`src/core/sysclk_pkg.sv`:
```
// package: register map, field layout, reset values, modes and timing for the clock mode control
// Contract
// - select field picks hs divided or ls clock
// - hs source bit picks rc or crystal
// - ls source bit picks rc or crystal
// - hs idle enable keeps hs osc in halt
// - ls idle enable keeps ls osc in halt
// - halt with both zero enters sleep
// - sleep keeps ls rc only with watchdog
// - halt with hs zero, ls one: idle_low_only
// - halt with both one: idle_both_osc
// - halt with hs one, ls zero: idle_high_only
// - slow mode hs clock follows osc enable
// - divided hs clocks stay while osc enabled
// - control bit four reads as zero
// - rc frequency field 8, 12, 16, 8 MHz
// - rc stable flag clears then sets on change
// - crystal stable flag clears then sets on enable
// - slow switch waits for ls osc stable
package sysclk_pkg;
	// register byte offsets on apb
	localparam logic [11:0] SYSCLK_OFF_CTRL  = 12'h000;
	localparam logic [11:0] SYSCLK_OFF_HS_RC = 12'h004;
	localparam logic [11:0] SYSCLK_OFF_HS_XT = 12'h008;
	localparam logic [11:0] SYSCLK_OFF_LS_XT = 12'h00C;
	localparam logic [11:0] SYSCLK_OFF_MODE  = 12'h010;
	// reset values
	localparam logic [7:0]  SYSCLK_RST_CTRL  = 8'h00;
	localparam logic [7:0]  SYSCLK_RST_HS_RC = 8'h01;
	localparam logic [7:0]  SYSCLK_RST_HS_XT = 8'h00;
	localparam logic [7:0]  SYSCLK_RST_LS_XT = 8'h04;
	// system clock control field positions
	localparam int SYSCLK_SEL_LSB     = 5;
	localparam int SYSCLK_HS_SRC_BIT  = 3;
	localparam int SYSCLK_LS_SRC_BIT  = 2;
	localparam int SYSCLK_HID_BIT  = 1;
	localparam int SYSCLK_LID_BIT  = 0;
	// select code meaning the low-speed clock
	localparam logic [2:0]  SYSCLK_SEL_LS    = 3'h7;
	// oscillator start-up times in ns
	localparam int SYSCLK_HS_START_NS = 1000;
	localparam int SYSCLK_LS_START_NS = 2000;
	localparam int SYSCLK_CLK_NS      = 5;
	localparam int SYSCLK_HS_START_CYC = (SYSCLK_HS_START_NS + SYSCLK_CLK_NS - 1) / SYSCLK_CLK_NS;
	localparam int SYSCLK_LS_START_CYC = (SYSCLK_LS_START_NS + SYSCLK_CLK_NS - 1) / SYSCLK_CLK_NS;
	// operating modes, one-hot
	typedef enum logic [5:0] {
		SYSCLK_FAST      = 6'h01,
		SYSCLK_SLOW      = 6'h02,
		SYSCLK_SLEEP     = 6'h04,
		SYSCLK_IDLE_LOW  = 6'h08,
		SYSCLK_IDLE_BOTH = 6'h10,
		SYSCLK_IDLE_HIGH = 6'h20
	} sysclk_mode_t;
	// oscillator run enables toward the analog side
	typedef struct packed {
		logic int_hs_rc;
		logic ext_hs_crystal;
		logic int_ls_rc;
		logic ext_ls_crystal;
	} sysclk_osc_t;
endpackage

```
`src/core/sysclk_osc_ready.sv`:
```
// module: start-up timer giving an oscillator stable flag
module sysclk_osc_ready
	import sysclk_pkg::*;
#(
	parameter int START_CYC = 200
)(
	// clock and reset
	input  wire logic ref_clk_i,
	input  wire logic nrst_i,
	// control
	input  wire logic run_i,
	input  wire logic restart_i,
	// status
	output logic      stable_o
);
	localparam int CW = $clog2(START_CYC + 1);
	logic [CW-1:0] count; // cycles since start

	// flag clears on start or restart and sets after the start-up time
	always_ff @(posedge ref_clk_i or negedge nrst_i) begin
		if (!nrst_i) begin
			count    <= '0;
			stable_o <= 1'b0;
		end else if (!run_i || restart_i) begin
			count    <= '0;
			stable_o <= 1'b0;
		end else if (count == CW'(START_CYC - 1)) begin
			stable_o <= 1'b1;
		end else if (!stable_o) begin
			count <= count + 1'b1;
		end
	end

	a_ready_after: assert property (@(posedge ref_clk_i) disable iff (!nrst_i)
		(run_i && !restart_i && !stable_o) [*1] |-> ##[0:1000] (stable_o || !run_i || restart_i))
		else $error("oscillator never became stable");
endmodule

```
`src/core/sysclk_ctrl.sv`:
```
// module: system clock select, divider and halt mode control with apb registers
//
// The APB register port and the placing of the registers are this design's own decisions.
module sysclk_ctrl
	import sysclk_pkg::*;
#(
	parameter int HS_START_CYC = SYSCLK_HS_START_CYC,
	parameter int LS_START_CYC = SYSCLK_LS_START_CYC
)(
	// clock and reset
	input  wire logic        ref_clk_i,
	input  wire logic        nrst_i,
	// apb slave
	input  wire logic        psel,
	input  wire logic        penable,
	input  wire logic        pwrite,
	input  wire logic [11:0] paddr,
	input  wire logic [31:0] pwdata,
	output logic      [31:0] prdata,
	output logic             pready,
	output logic             pslverr,
	// cpu and watchdog side
	input  wire logic        halt_i,
	input  wire logic        wake_i,
	input  wire logic        wdt_enable_i,
	// clock enables toward consumers
	output logic             sys_clk_en_o,
	output logic             hs_clk_en_o,
	output logic             ls_clk_en_o,
	output logic             int_ls_rc_clk_en_o,
	output logic             cpu_run_o,
	output sysclk_osc_t      osc_run_o,
	output logic      [1:0]  hs_rc_freq_o
);
	// registers
	logic [2:0]   sysclk_select;      // divider / source code
	logic         hs_source_select;   // 0 rc, 1 crystal
	logic         ls_source_select;   // 0 rc, 1 crystal
	logic         hs_osc_idle_enable; // hs kept in halt
	logic         ls_osc_idle_enable; // ls kept in halt
	logic [1:0]   hs_rc_freq_select;
	logic         hs_rc_enable;
	logic         hs_crystal_range_mode;
	logic         hs_crystal_enable;
	logic         ls_crystal_enable;
	logic [2:0]   active_select;      // select code in effect
	sysclk_mode_t mode;
	// stable flags and pacing
	logic         hs_rc_stable_flag;
	logic         hs_crystal_stable_flag;
	logic         ls_crystal_stable_flag;
	logic         int_ls_rc_stable;
	logic         rc_restart;         // frequency change or enable pulse
	logic         hx_restart;
	logic         lx_restart;
	logic [5:0]   div_count;          // free running hs divider
	logic         hs_run;
	logic         ls_run;
	logic         in_idle;
	logic         ls_stable;
	logic         wr_en;
	logic         rd_en;
	logic [7:0]   rd_byte;
	logic         hit;

	assign wr_en   = psel && penable && pwrite;
	assign rd_en   = psel && !pwrite;
	assign pready  = 1'b1;
	assign in_idle = (mode == SYSCLK_IDLE_LOW) || (mode == SYSCLK_IDLE_BOTH) || (mode == SYSCLK_IDLE_HIGH);

	// register writes
	always_ff @(posedge ref_clk_i or negedge nrst_i) begin
		if (!nrst_i) begin
			{sysclk_select, hs_source_select, ls_source_select} <= {SYSCLK_RST_CTRL[7:5], SYSCLK_RST_CTRL[3:2]};
			{hs_osc_idle_enable, ls_osc_idle_enable}            <= SYSCLK_RST_CTRL[1:0];
			{hs_rc_freq_select, hs_rc_enable}                   <= {SYSCLK_RST_HS_RC[3:2], SYSCLK_RST_HS_RC[0]};
			{hs_crystal_range_mode, hs_crystal_enable}          <= {SYSCLK_RST_HS_XT[2], SYSCLK_RST_HS_XT[0]};
			ls_crystal_enable                                   <= SYSCLK_RST_LS_XT[0];
		end else if (wr_en) begin
			unique case (paddr)
				SYSCLK_OFF_CTRL: begin
					sysclk_select      <= pwdata[SYSCLK_SEL_LSB +: 3];
					hs_source_select   <= pwdata[SYSCLK_HS_SRC_BIT];
					ls_source_select   <= pwdata[SYSCLK_LS_SRC_BIT];
					hs_osc_idle_enable <= pwdata[SYSCLK_HID_BIT];
					ls_osc_idle_enable <= pwdata[SYSCLK_LID_BIT];
				end
				SYSCLK_OFF_HS_RC: begin
					hs_rc_freq_select <= pwdata[3:2];
					hs_rc_enable      <= pwdata[0];
				end
				SYSCLK_OFF_HS_XT: begin
					// range mode is frozen while the crystal runs
					if (!hs_crystal_enable) begin
						hs_crystal_range_mode <= pwdata[2];
					end
					hs_crystal_enable <= pwdata[0];
				end
				SYSCLK_OFF_LS_XT: begin
					ls_crystal_enable <= pwdata[0];
				end
				default: begin
				end
			endcase
		end
	end

	// restart pulses on enable rise or frequency change
	assign rc_restart = wr_en && (paddr == SYSCLK_OFF_HS_RC) &&
		((pwdata[0] && !hs_rc_enable) || (pwdata[3:2] != hs_rc_freq_select));
	assign hx_restart = wr_en && (paddr == SYSCLK_OFF_HS_XT) && pwdata[0] && !hs_crystal_enable;
	assign lx_restart = wr_en && (paddr == SYSCLK_OFF_LS_XT) && pwdata[0] && !ls_crystal_enable;

	// oscillator run decisions per mode
	always_comb begin
		hs_run = 1'b0;
		ls_run = 1'b0;
		unique case (mode)
			SYSCLK_FAST:      begin hs_run = 1'b1; ls_run = 1'b1; end
			SYSCLK_SLOW:      begin hs_run = 1'b1; ls_run = 1'b1; end // hs gated by its enable below
			SYSCLK_SLEEP:     begin hs_run = 1'b0; ls_run = 1'b0; end
			SYSCLK_IDLE_LOW:  begin hs_run = 1'b0; ls_run = 1'b1; end
			SYSCLK_IDLE_BOTH: begin hs_run = 1'b1; ls_run = 1'b1; end
			SYSCLK_IDLE_HIGH: begin hs_run = 1'b1; ls_run = 1'b0; end
			default:          begin hs_run = 1'b0; ls_run = 1'b0; end
		endcase
	end

	// oscillator enables: hs follows its own enable bit, ls rc also kept for watchdog in sleep
	always_comb begin
		osc_run_o.int_hs_rc      = hs_run && hs_rc_enable && !hs_source_select;
		osc_run_o.ext_hs_crystal = hs_run && hs_crystal_enable && hs_source_select;
		osc_run_o.ext_ls_crystal = ls_run && ls_crystal_enable && ls_source_select;
		osc_run_o.int_ls_rc      = (ls_run && !ls_source_select) ||
			(mode == SYSCLK_SLEEP && wdt_enable_i);
	end

	sysclk_osc_ready #(.START_CYC(HS_START_CYC)) u_rc_ready (
		.ref_clk_i (ref_clk_i),
		.nrst_i    (nrst_i),
		.run_i     (osc_run_o.int_hs_rc),
		.restart_i (rc_restart),
		.stable_o  (hs_rc_stable_flag)
	);
	sysclk_osc_ready #(.START_CYC(HS_START_CYC)) u_hx_ready (
		.ref_clk_i (ref_clk_i),
		.nrst_i    (nrst_i),
		.run_i     (osc_run_o.ext_hs_crystal),
		.restart_i (hx_restart),
		.stable_o  (hs_crystal_stable_flag)
	);
	sysclk_osc_ready #(.START_CYC(LS_START_CYC)) u_lx_ready (
		.ref_clk_i (ref_clk_i),
		.nrst_i    (nrst_i),
		.run_i     (osc_run_o.ext_ls_crystal),
		.restart_i (lx_restart),
		.stable_o  (ls_crystal_stable_flag)
	);
	sysclk_osc_ready #(.START_CYC(LS_START_CYC)) u_lr_ready (
		.ref_clk_i (ref_clk_i),
		.nrst_i    (nrst_i),
		.run_i     (osc_run_o.int_ls_rc),
		.restart_i (1'b0),
		.stable_o  (int_ls_rc_stable)
	);
	assign ls_stable = ls_source_select ? ls_crystal_stable_flag : int_ls_rc_stable;

	// mode machine: halt picks sleep or idle, select code picks fast or slow
	always_ff @(posedge ref_clk_i or negedge nrst_i) begin
		if (!nrst_i) begin
			mode          <= SYSCLK_FAST;
			active_select <= SYSCLK_RST_CTRL[7:5];
		end else begin
			unique case (mode)
				SYSCLK_FAST, SYSCLK_SLOW: begin
					if (halt_i) begin
						unique case ({hs_osc_idle_enable, ls_osc_idle_enable})
							2'b00: mode <= SYSCLK_SLEEP;
							2'b01: mode <= SYSCLK_IDLE_LOW;
							2'b11: mode <= SYSCLK_IDLE_BOTH;
							2'b10: mode <= SYSCLK_IDLE_HIGH;
						endcase
					end else if (sysclk_select == SYSCLK_SEL_LS) begin
						// hold the old clock until the ls source is stable
						if (ls_stable) begin
							mode          <= SYSCLK_SLOW;
							active_select <= sysclk_select;
						end
					end else begin
						mode          <= SYSCLK_FAST;
						active_select <= sysclk_select;
					end
				end
				default: begin
					if (wake_i) begin
						mode <= (active_select == SYSCLK_SEL_LS) ? SYSCLK_SLOW : SYSCLK_FAST;
					end
				end
			endcase
		end
	end

	// free running hs prescaler
	always_ff @(posedge ref_clk_i or negedge nrst_i) begin
		if (!nrst_i) begin
			div_count <= '0;
		end else begin
			div_count <= div_count + 1'b1;
		end
	end

	// clock enable outputs
	always_ff @(posedge ref_clk_i or negedge nrst_i) begin
		if (!nrst_i) begin
			sys_clk_en_o       <= 1'b0;
			hs_clk_en_o        <= 1'b0;
			ls_clk_en_o        <= 1'b0;
			int_ls_rc_clk_en_o <= 1'b0;
			cpu_run_o          <= 1'b0;
		end else begin
			hs_clk_en_o        <= osc_run_o.int_hs_rc || osc_run_o.ext_hs_crystal;
			ls_clk_en_o        <= ls_run && ls_stable;
			int_ls_rc_clk_en_o <= osc_run_o.int_ls_rc;
			cpu_run_o          <= (mode == SYSCLK_FAST) || (mode == SYSCLK_SLOW);
			if (mode == SYSCLK_SLEEP) begin
				sys_clk_en_o <= 1'b0;
			end else if (active_select == SYSCLK_SEL_LS) begin
				sys_clk_en_o <= ls_stable && (!in_idle || ls_osc_idle_enable);
			end else begin
				// divide by two to the power of the code
				sys_clk_en_o <= ((div_count & ((6'h01 << active_select) - 6'h01)) == 6'h00) &&
					(osc_run_o.int_hs_rc || osc_run_o.ext_hs_crystal) &&
					(!in_idle || hs_osc_idle_enable);
			end
		end
	end

	// read mux, bit four of the control register always zero
	always_comb begin
		hit     = 1'b1;
		rd_byte = 8'h00;
		unique case (paddr)
			SYSCLK_OFF_CTRL:  rd_byte = {sysclk_select, 1'b0, hs_source_select, ls_source_select,
				hs_osc_idle_enable, ls_osc_idle_enable};
			SYSCLK_OFF_HS_RC: rd_byte = {4'h0, hs_rc_freq_select, hs_rc_stable_flag, hs_rc_enable};
			SYSCLK_OFF_HS_XT: rd_byte = {5'h00, hs_crystal_range_mode, hs_crystal_stable_flag, hs_crystal_enable};
			SYSCLK_OFF_LS_XT: rd_byte = {5'h00, 1'b1, ls_crystal_stable_flag, ls_crystal_enable};
			SYSCLK_OFF_MODE: rd_byte = {2'h0, mode};
			default:         hit = 1'b0;
		endcase
	end

	// read data and error registered in the setup cycle
	always_ff @(posedge ref_clk_i or negedge nrst_i) begin
		if (!nrst_i) begin
			prdata <= 32'h0000_0000;
		end else if (rd_en && !penable) begin
			prdata <= {24'h00_0000, rd_byte};
		end
	end
	always_ff @(posedge ref_clk_i or negedge nrst_i) begin
		if (!nrst_i) begin
			pslverr <= 1'b0;
		end else if (psel && !penable) begin
			pslverr <= !hit;
		end
	end

	assign hs_rc_freq_o = hs_rc_freq_select; // 00/11 8 MHz, 01 12 MHz, 10 16 MHz

	a_sleep_entry: assert property (@(posedge ref_clk_i) disable iff (!nrst_i)
		(cpu_run_o && (mode != SYSCLK_SLEEP) && halt_i && !hs_osc_idle_enable && !ls_osc_idle_enable
		&& (mode == SYSCLK_FAST || mode == SYSCLK_SLOW)) |=> (mode == SYSCLK_SLEEP))
		else $error("halt with idle bits clear did not sleep");
	a_sleep_oscs_off: assert property (@(posedge ref_clk_i) disable iff (!nrst_i)
		(mode == SYSCLK_SLEEP) |-> !osc_run_o.ext_hs_crystal && !osc_run_o.int_hs_rc
		&& !osc_run_o.ext_ls_crystal && (osc_run_o.int_ls_rc == wdt_enable_i))
		else $error("oscillator left running in sleep");
	a_idle_low: assert property (@(posedge ref_clk_i) disable iff (!nrst_i)
		((mode == SYSCLK_FAST) && halt_i && !hs_osc_idle_enable && ls_osc_idle_enable)
		|=> (mode == SYSCLK_IDLE_LOW) ##1 (!hs_clk_en_o))
		else $error("idle low only entry wrong");
	a_idle_both: assert property (@(posedge ref_clk_i) disable iff (!nrst_i)
		((mode == SYSCLK_FAST) && halt_i && hs_osc_idle_enable && ls_osc_idle_enable)
		|=> (mode == SYSCLK_IDLE_BOTH))
		else $error("idle both entry wrong");
	a_idle_high: assert property (@(posedge ref_clk_i) disable iff (!nrst_i)
		(mode == SYSCLK_IDLE_HIGH) |-> !osc_run_o.ext_ls_crystal)
		else $error("ls crystal running in idle high only");
	a_slow_waits: assert property (@(posedge ref_clk_i) disable iff (!nrst_i)
		$rose(mode == SYSCLK_SLOW) |-> $past(ls_stable))
		else $error("slow mode entered before ls stable");
	a_ctrl_bit4: assert property (@(posedge ref_clk_i) disable iff (!nrst_i)
		(rd_en && !penable && paddr == SYSCLK_OFF_CTRL) |=> !prdata[4])
		else $error("control bit four read as one");
	a_rc_flag_clear: assert property (@(posedge ref_clk_i) disable iff (!nrst_i)
		rc_restart |=> !hs_rc_stable_flag)
		else $error("rc stable flag did not clear");
	// the enable in hand must come from the halving code too, not from the code before it
	a_div_select: assert property (@(posedge ref_clk_i) disable iff (!nrst_i)
		(mode == SYSCLK_FAST && active_select == 3'h1 && $past(active_select) == 3'h1 && sys_clk_en_o)
		|=> !sys_clk_en_o)
		else $error("divide by two enable wrong");
	c_sleep: cover property (@(posedge ref_clk_i) mode == SYSCLK_SLEEP);
	c_slow: cover property (@(posedge ref_clk_i) mode == SYSCLK_SLOW);
	c_idle_both: cover property (@(posedge ref_clk_i) mode == SYSCLK_IDLE_BOTH);
	c_wake: cover property (@(posedge ref_clk_i) in_idle && wake_i);
endmodule

```
`config.mk`:
```
export PLATFORM = sky130hd
export DESIGN_NAME = sysclk_ctrl
export DESIGN_NICKNAME = d
export VERILOG_FILES = /design/src/core/sysclk_pkg.sv /design/src/core/sysclk_osc_ready.sv /design/src/core/sysclk_ctrl.sv
export SDC_FILE = /design/constraint.sdc
export NUM_CORES = 1
export LEC_CHECK = 0
export BUFFER_PORTS_ARGS = -buffer_cell sky130_fd_sc_hd__buf_2
export CAP_MARGIN = 20
export CORE_MARGIN = 1
export CORE_UTILIZATION = 49
export DETAILED_ROUTE_END_ITERATION = 16
export PLACE_DENSITY = 0.78
export SLEW_MARGIN = 15
export SYNTH_ARGS = -nofsm -noshare
export SYNTH_HDL_FRONTEND = slang
export SYNTH_HIERARCHICAL = 1
export SYNTH_SLANG_ARGS = --single-unit
```
`constraint.sdc`:
```
create_clock -name ref_clk_i -period 1.86 [get_ports ref_clk_i]
set_input_delay 0.186 -clock ref_clk_i [delete_from_list [all_inputs] [get_ports ref_clk_i]]
set_output_delay 0.186 -clock ref_clk_i [all_outputs]
set_load 0.05 [all_outputs]
```
==> run summary <==
dfrtp_1 takes more of the synthesized area than any other cell. For the final routed database, the setup TNS stands at -4.58 ns. The run gives 3 as the H-tree depth reported by CTS. Sequential cells were found to cover 45.5% of the synthesized design area.

The initial utilization of the core area, before any placement, comes to 50.5%. For this run, design rule violations remaining after detail routing come to 0. Endpoint required time on the critical path: 1.67 ns. The start point of the critical path was mode[0]. Each instance of the synthesized netlist takes up on average 10.3 um^2. The cell with the most instances after synthesis is dfrtp_1.

The cell count after synthesis is 430, and the number of maximum-capacitance violations is 0. The count of final setup violators is 37. The via count of the first global-routing pass was 3392; the total clock buffers created by CTS was 9. The first detailed-routing pass took 5 iterations.

Data on the critical path arrives at its endpoint at 1.98 ns. The count of warnings emitted by yosys is 6. The run finished, with violations left. Entering global routing, the biggest net connects 37 pins. Setup repair after global routing could not meet its margin everywhere.

Total power for the finished layout comes to 4.85 mW. Routability-driven placement finished with a final weighted congestion of 0.881. Measured along the x axis, the die boundary spans 96.8 um. STA classifies the critical path endpoint as a primary output.

During placement, the flow inserted port buffers numbering 46. Count of buffer and inverter cells on the critical path: 2. Sorting the synthesized cells by area gives the leading types as dfrtp_1, mux2_2, buf_4, mux2i_1, nand2_1. In this run the clock root is driven by a clkbuf_8. The class of the tightest hold or removal check was input pin to flop.

TritonCTS built the clock tree. The main flop type after synthesis is dfrtp_1. The tools report the slack of the critical path as -0.302 ns. Kind of launch point of the worst setup path: a flop. Detailed placement ended at an HPWL of 6.91 mm. The floorplan has 34 rows.

The total standard cell area after synthesis came out at 0.00441 mm^2. The placement-stage worst setup slack is -0.0797 ns, and the clock latency of the later-clocked register in the worst-skew pair is 0.35 ns. IR analysis of the VDD net gives a maximum drop of 0.000463 V. Relative to the synthesized area, the layout overhead comes to 24.0%.

The tools report the initial antenna violation count as 0. The largest fanout on the critical path came out at 2. The netlist uses 63 different library cells. The critical path is of the flop to primary output type. Across every metal layer, demand over resource in global routing totals 21.3%.

After layout, the worst path uses 116% of the clock period. The achievable clock frequency came out at 463 MHz. The fraction of the core area covered by cells at the end of the flow is 62.7%.

The checks that failed: negative setup slack. Summing all multi-input logic gate instances after layout gives 0.00246 mm^2. In this run, synthesis inferred 0 flip-flops with an integrated enable. Among all stages on the critical path, the largest delay is contributed by dfstp_2. The number of synthesized register bits was 80. Once detail routing completed, the nets flagged for antenna violations numbered 0.

The worst pin sits at a relative slew slack of 59.0%. For the max-slew violation count, the log shows 0. For this block, the routed nets add up to 9.84 mm of wire. After synthesis, the most frequently instantiated cells are dfrtp_1, nand2_1, a21oi_1.

The routed wirelength normalized by instance count is 15.7 um, and the antenna diode instance count is 0. The maximum root-to-sink buffer count came out at 2. For this design the static power due to leakage is 2.45 nW. The total die area is 0.00938 mm^2, and the number of clock sinks is 80.

The fraction of layout instances using a drive strength above 1 works out to 33.0%. Clock-pin slew was measured on the worst setup and hold paths at 0.08 ns. The cell family contributing the most delay on the critical path is flip-flops. The power density normalized to cell area works out to 888 mW/mm^2. Fill cells in the final layout number 685. The number of vias in the routed layout was 3600. The tools report the beginning of the worst register-to-register path as mode[0].

The post-layout net count is 571. For this run, the slowest stage of the critical path takes 0.56 ns. Across the whole layout, storage elements account for 0.00201 mm^2. The transition at the pin with the smallest max-transition slack is 0.607 ns.

The placeable core area was 0.00872 mm^2; the global route total overflow was 0. Using the TritonRoute via totals, the vias-per-cell ratio works out to 5.75. The floorplan step set the die height to 96.8 um. The fraction of registers with async set or reset after synthesis is 100%. The area share of the largest cell type after synthesis was 44.3%; the number of top-level design ports was 97. The signal on the critical path passes through xor2_2 -> o211ai_1 -> a211o_1 -> buf_6 -> nor2_4 -> buf_8. The final hold violation count was 0. The launch instance of the worst min-delay path is wake_i. The initial DRC count came out at 123. Counting I/O delays and the setup requirement, the final critical path takes 2.16 ns. Between clock sinks in the finished design, the worst skew comes to 0.0131 ns. The first global-routing pass estimated 16.3 mm of wire.
[metrics by stage]
step | cell area, um^2 | cells | hold slack [ns]
6_report | 5470 | 626 | 0.0551
5_1_grt | 5470 | 626 | 0.0424
4_1_cts | 5340 | 623 | 0.0470
3_5_place_dp | 4970 | 602 | 0.179
3_3_place_gp | 4970 | 602 | 0.177
2_1_floorplan | 4620 | 455 | -0.110
[registers in the layout, summed over array words and instances (netlist names), 2 cells and up]
name	cells
u_rc_ready/count	8
active_select	3
sysclk_select	3
prdata	8
u_hx_ready/count	8
div_count	6
hs_rc_freq_o	2
mode	6
u_lr_ready/count	9
u_lx_ready/count	9
[area by class of cell]
cell class / count / area share (%)
multi-input cells: 329 / 45.0
flip-flops and latches: 80 / 36.7
repair buffers: 80 / 10.1
clock inverters: 5 / 2.36
inverters: 13 / 0.916
well taps: 108 / 2.47
clock buffers: 11 / 2.40
[layout by cell type (no fill, tap or decap), types with 9 or more instances in the layout]
cell and count:
dfrtp_1 77, buf_2 41, nand2_1 35, buf_4 28, conb_1 27, mux2_2 19
a21oi_2 17, nand3_1 16, nor2_1 14, o21ai_0 13, mux2i_1 13, inv_1 12
or3_1 9, a21oi_1 9, nand2b_1 9, o31ai_1 9, clkbuf_8 9
[worst paths after layout]
check                      cells past startpoint                  end  slack (ns)
max                                            6         osc_run_o[0]       -0.30
max reg2reg                                    9  u_lx_ready/count[3]       -0.25
min reg2reg                                    2            prdata[2]        0.49
min                                            2              mode[3]        0.06
max in group asynchronous                      3         hs_rc_enable        0.85
min in group asynchronous                      2     sysclk_select[2]        0.34
[logic make-up (layout without fill, tap and decap cells)]
| family | after synthesis | count (layout) | share of synthesized area [%] |
|---|---|---|---|
| adder cells (fa/ha/maj) | 6 | 6 | 1.70 |
| buffers and inverters | 46 | 109 | 6.19 |
| other | 2 | 27 | 0.170 |
| AO/OA/AOI/OAI | 92 | 92 | 13.8 |
| flip-flops | 80 | 80 | 45.5 |
| XOR/XNOR | 9 | 9 | 1.79 |
| AND/OR/NAND/NOR | 158 | 158 | 21.3 |
| multiplexers | 37 | 37 | 9.57 |
[per-layer routing]
| layer | up-vias | track usage, % | wire, um |
|---|---|---|---|
| met4 | 0 | 7.81 | 171 |
| met3 | 17 | 4.41 | 430 |
| met2 | 119 | 35.9 | 4940 |
| met1 | 1752 | 27.1 | 4300 |
| li1 | 1712 | - | - |
| met5 | - | 0 | 0 |
[report_power, final]
group	switching (mW)	internal (mW)
Combinational	0.784	0.532
Sequential	0.0584	1.81
Clock	0.632	1.03
[repair_timing]
item / 4_1_cts / 5_1_grt
endpoints found under the hold margin: 34 / 0
hold buffers: 1 / 0
endpoints found under the setup margin: 21 / 49
pin swaps: 4 / 8
resized for setup: 19 / 25
buffers inserted: 4 / 4
Note: power is estimated with default switching activity, not from simulation.
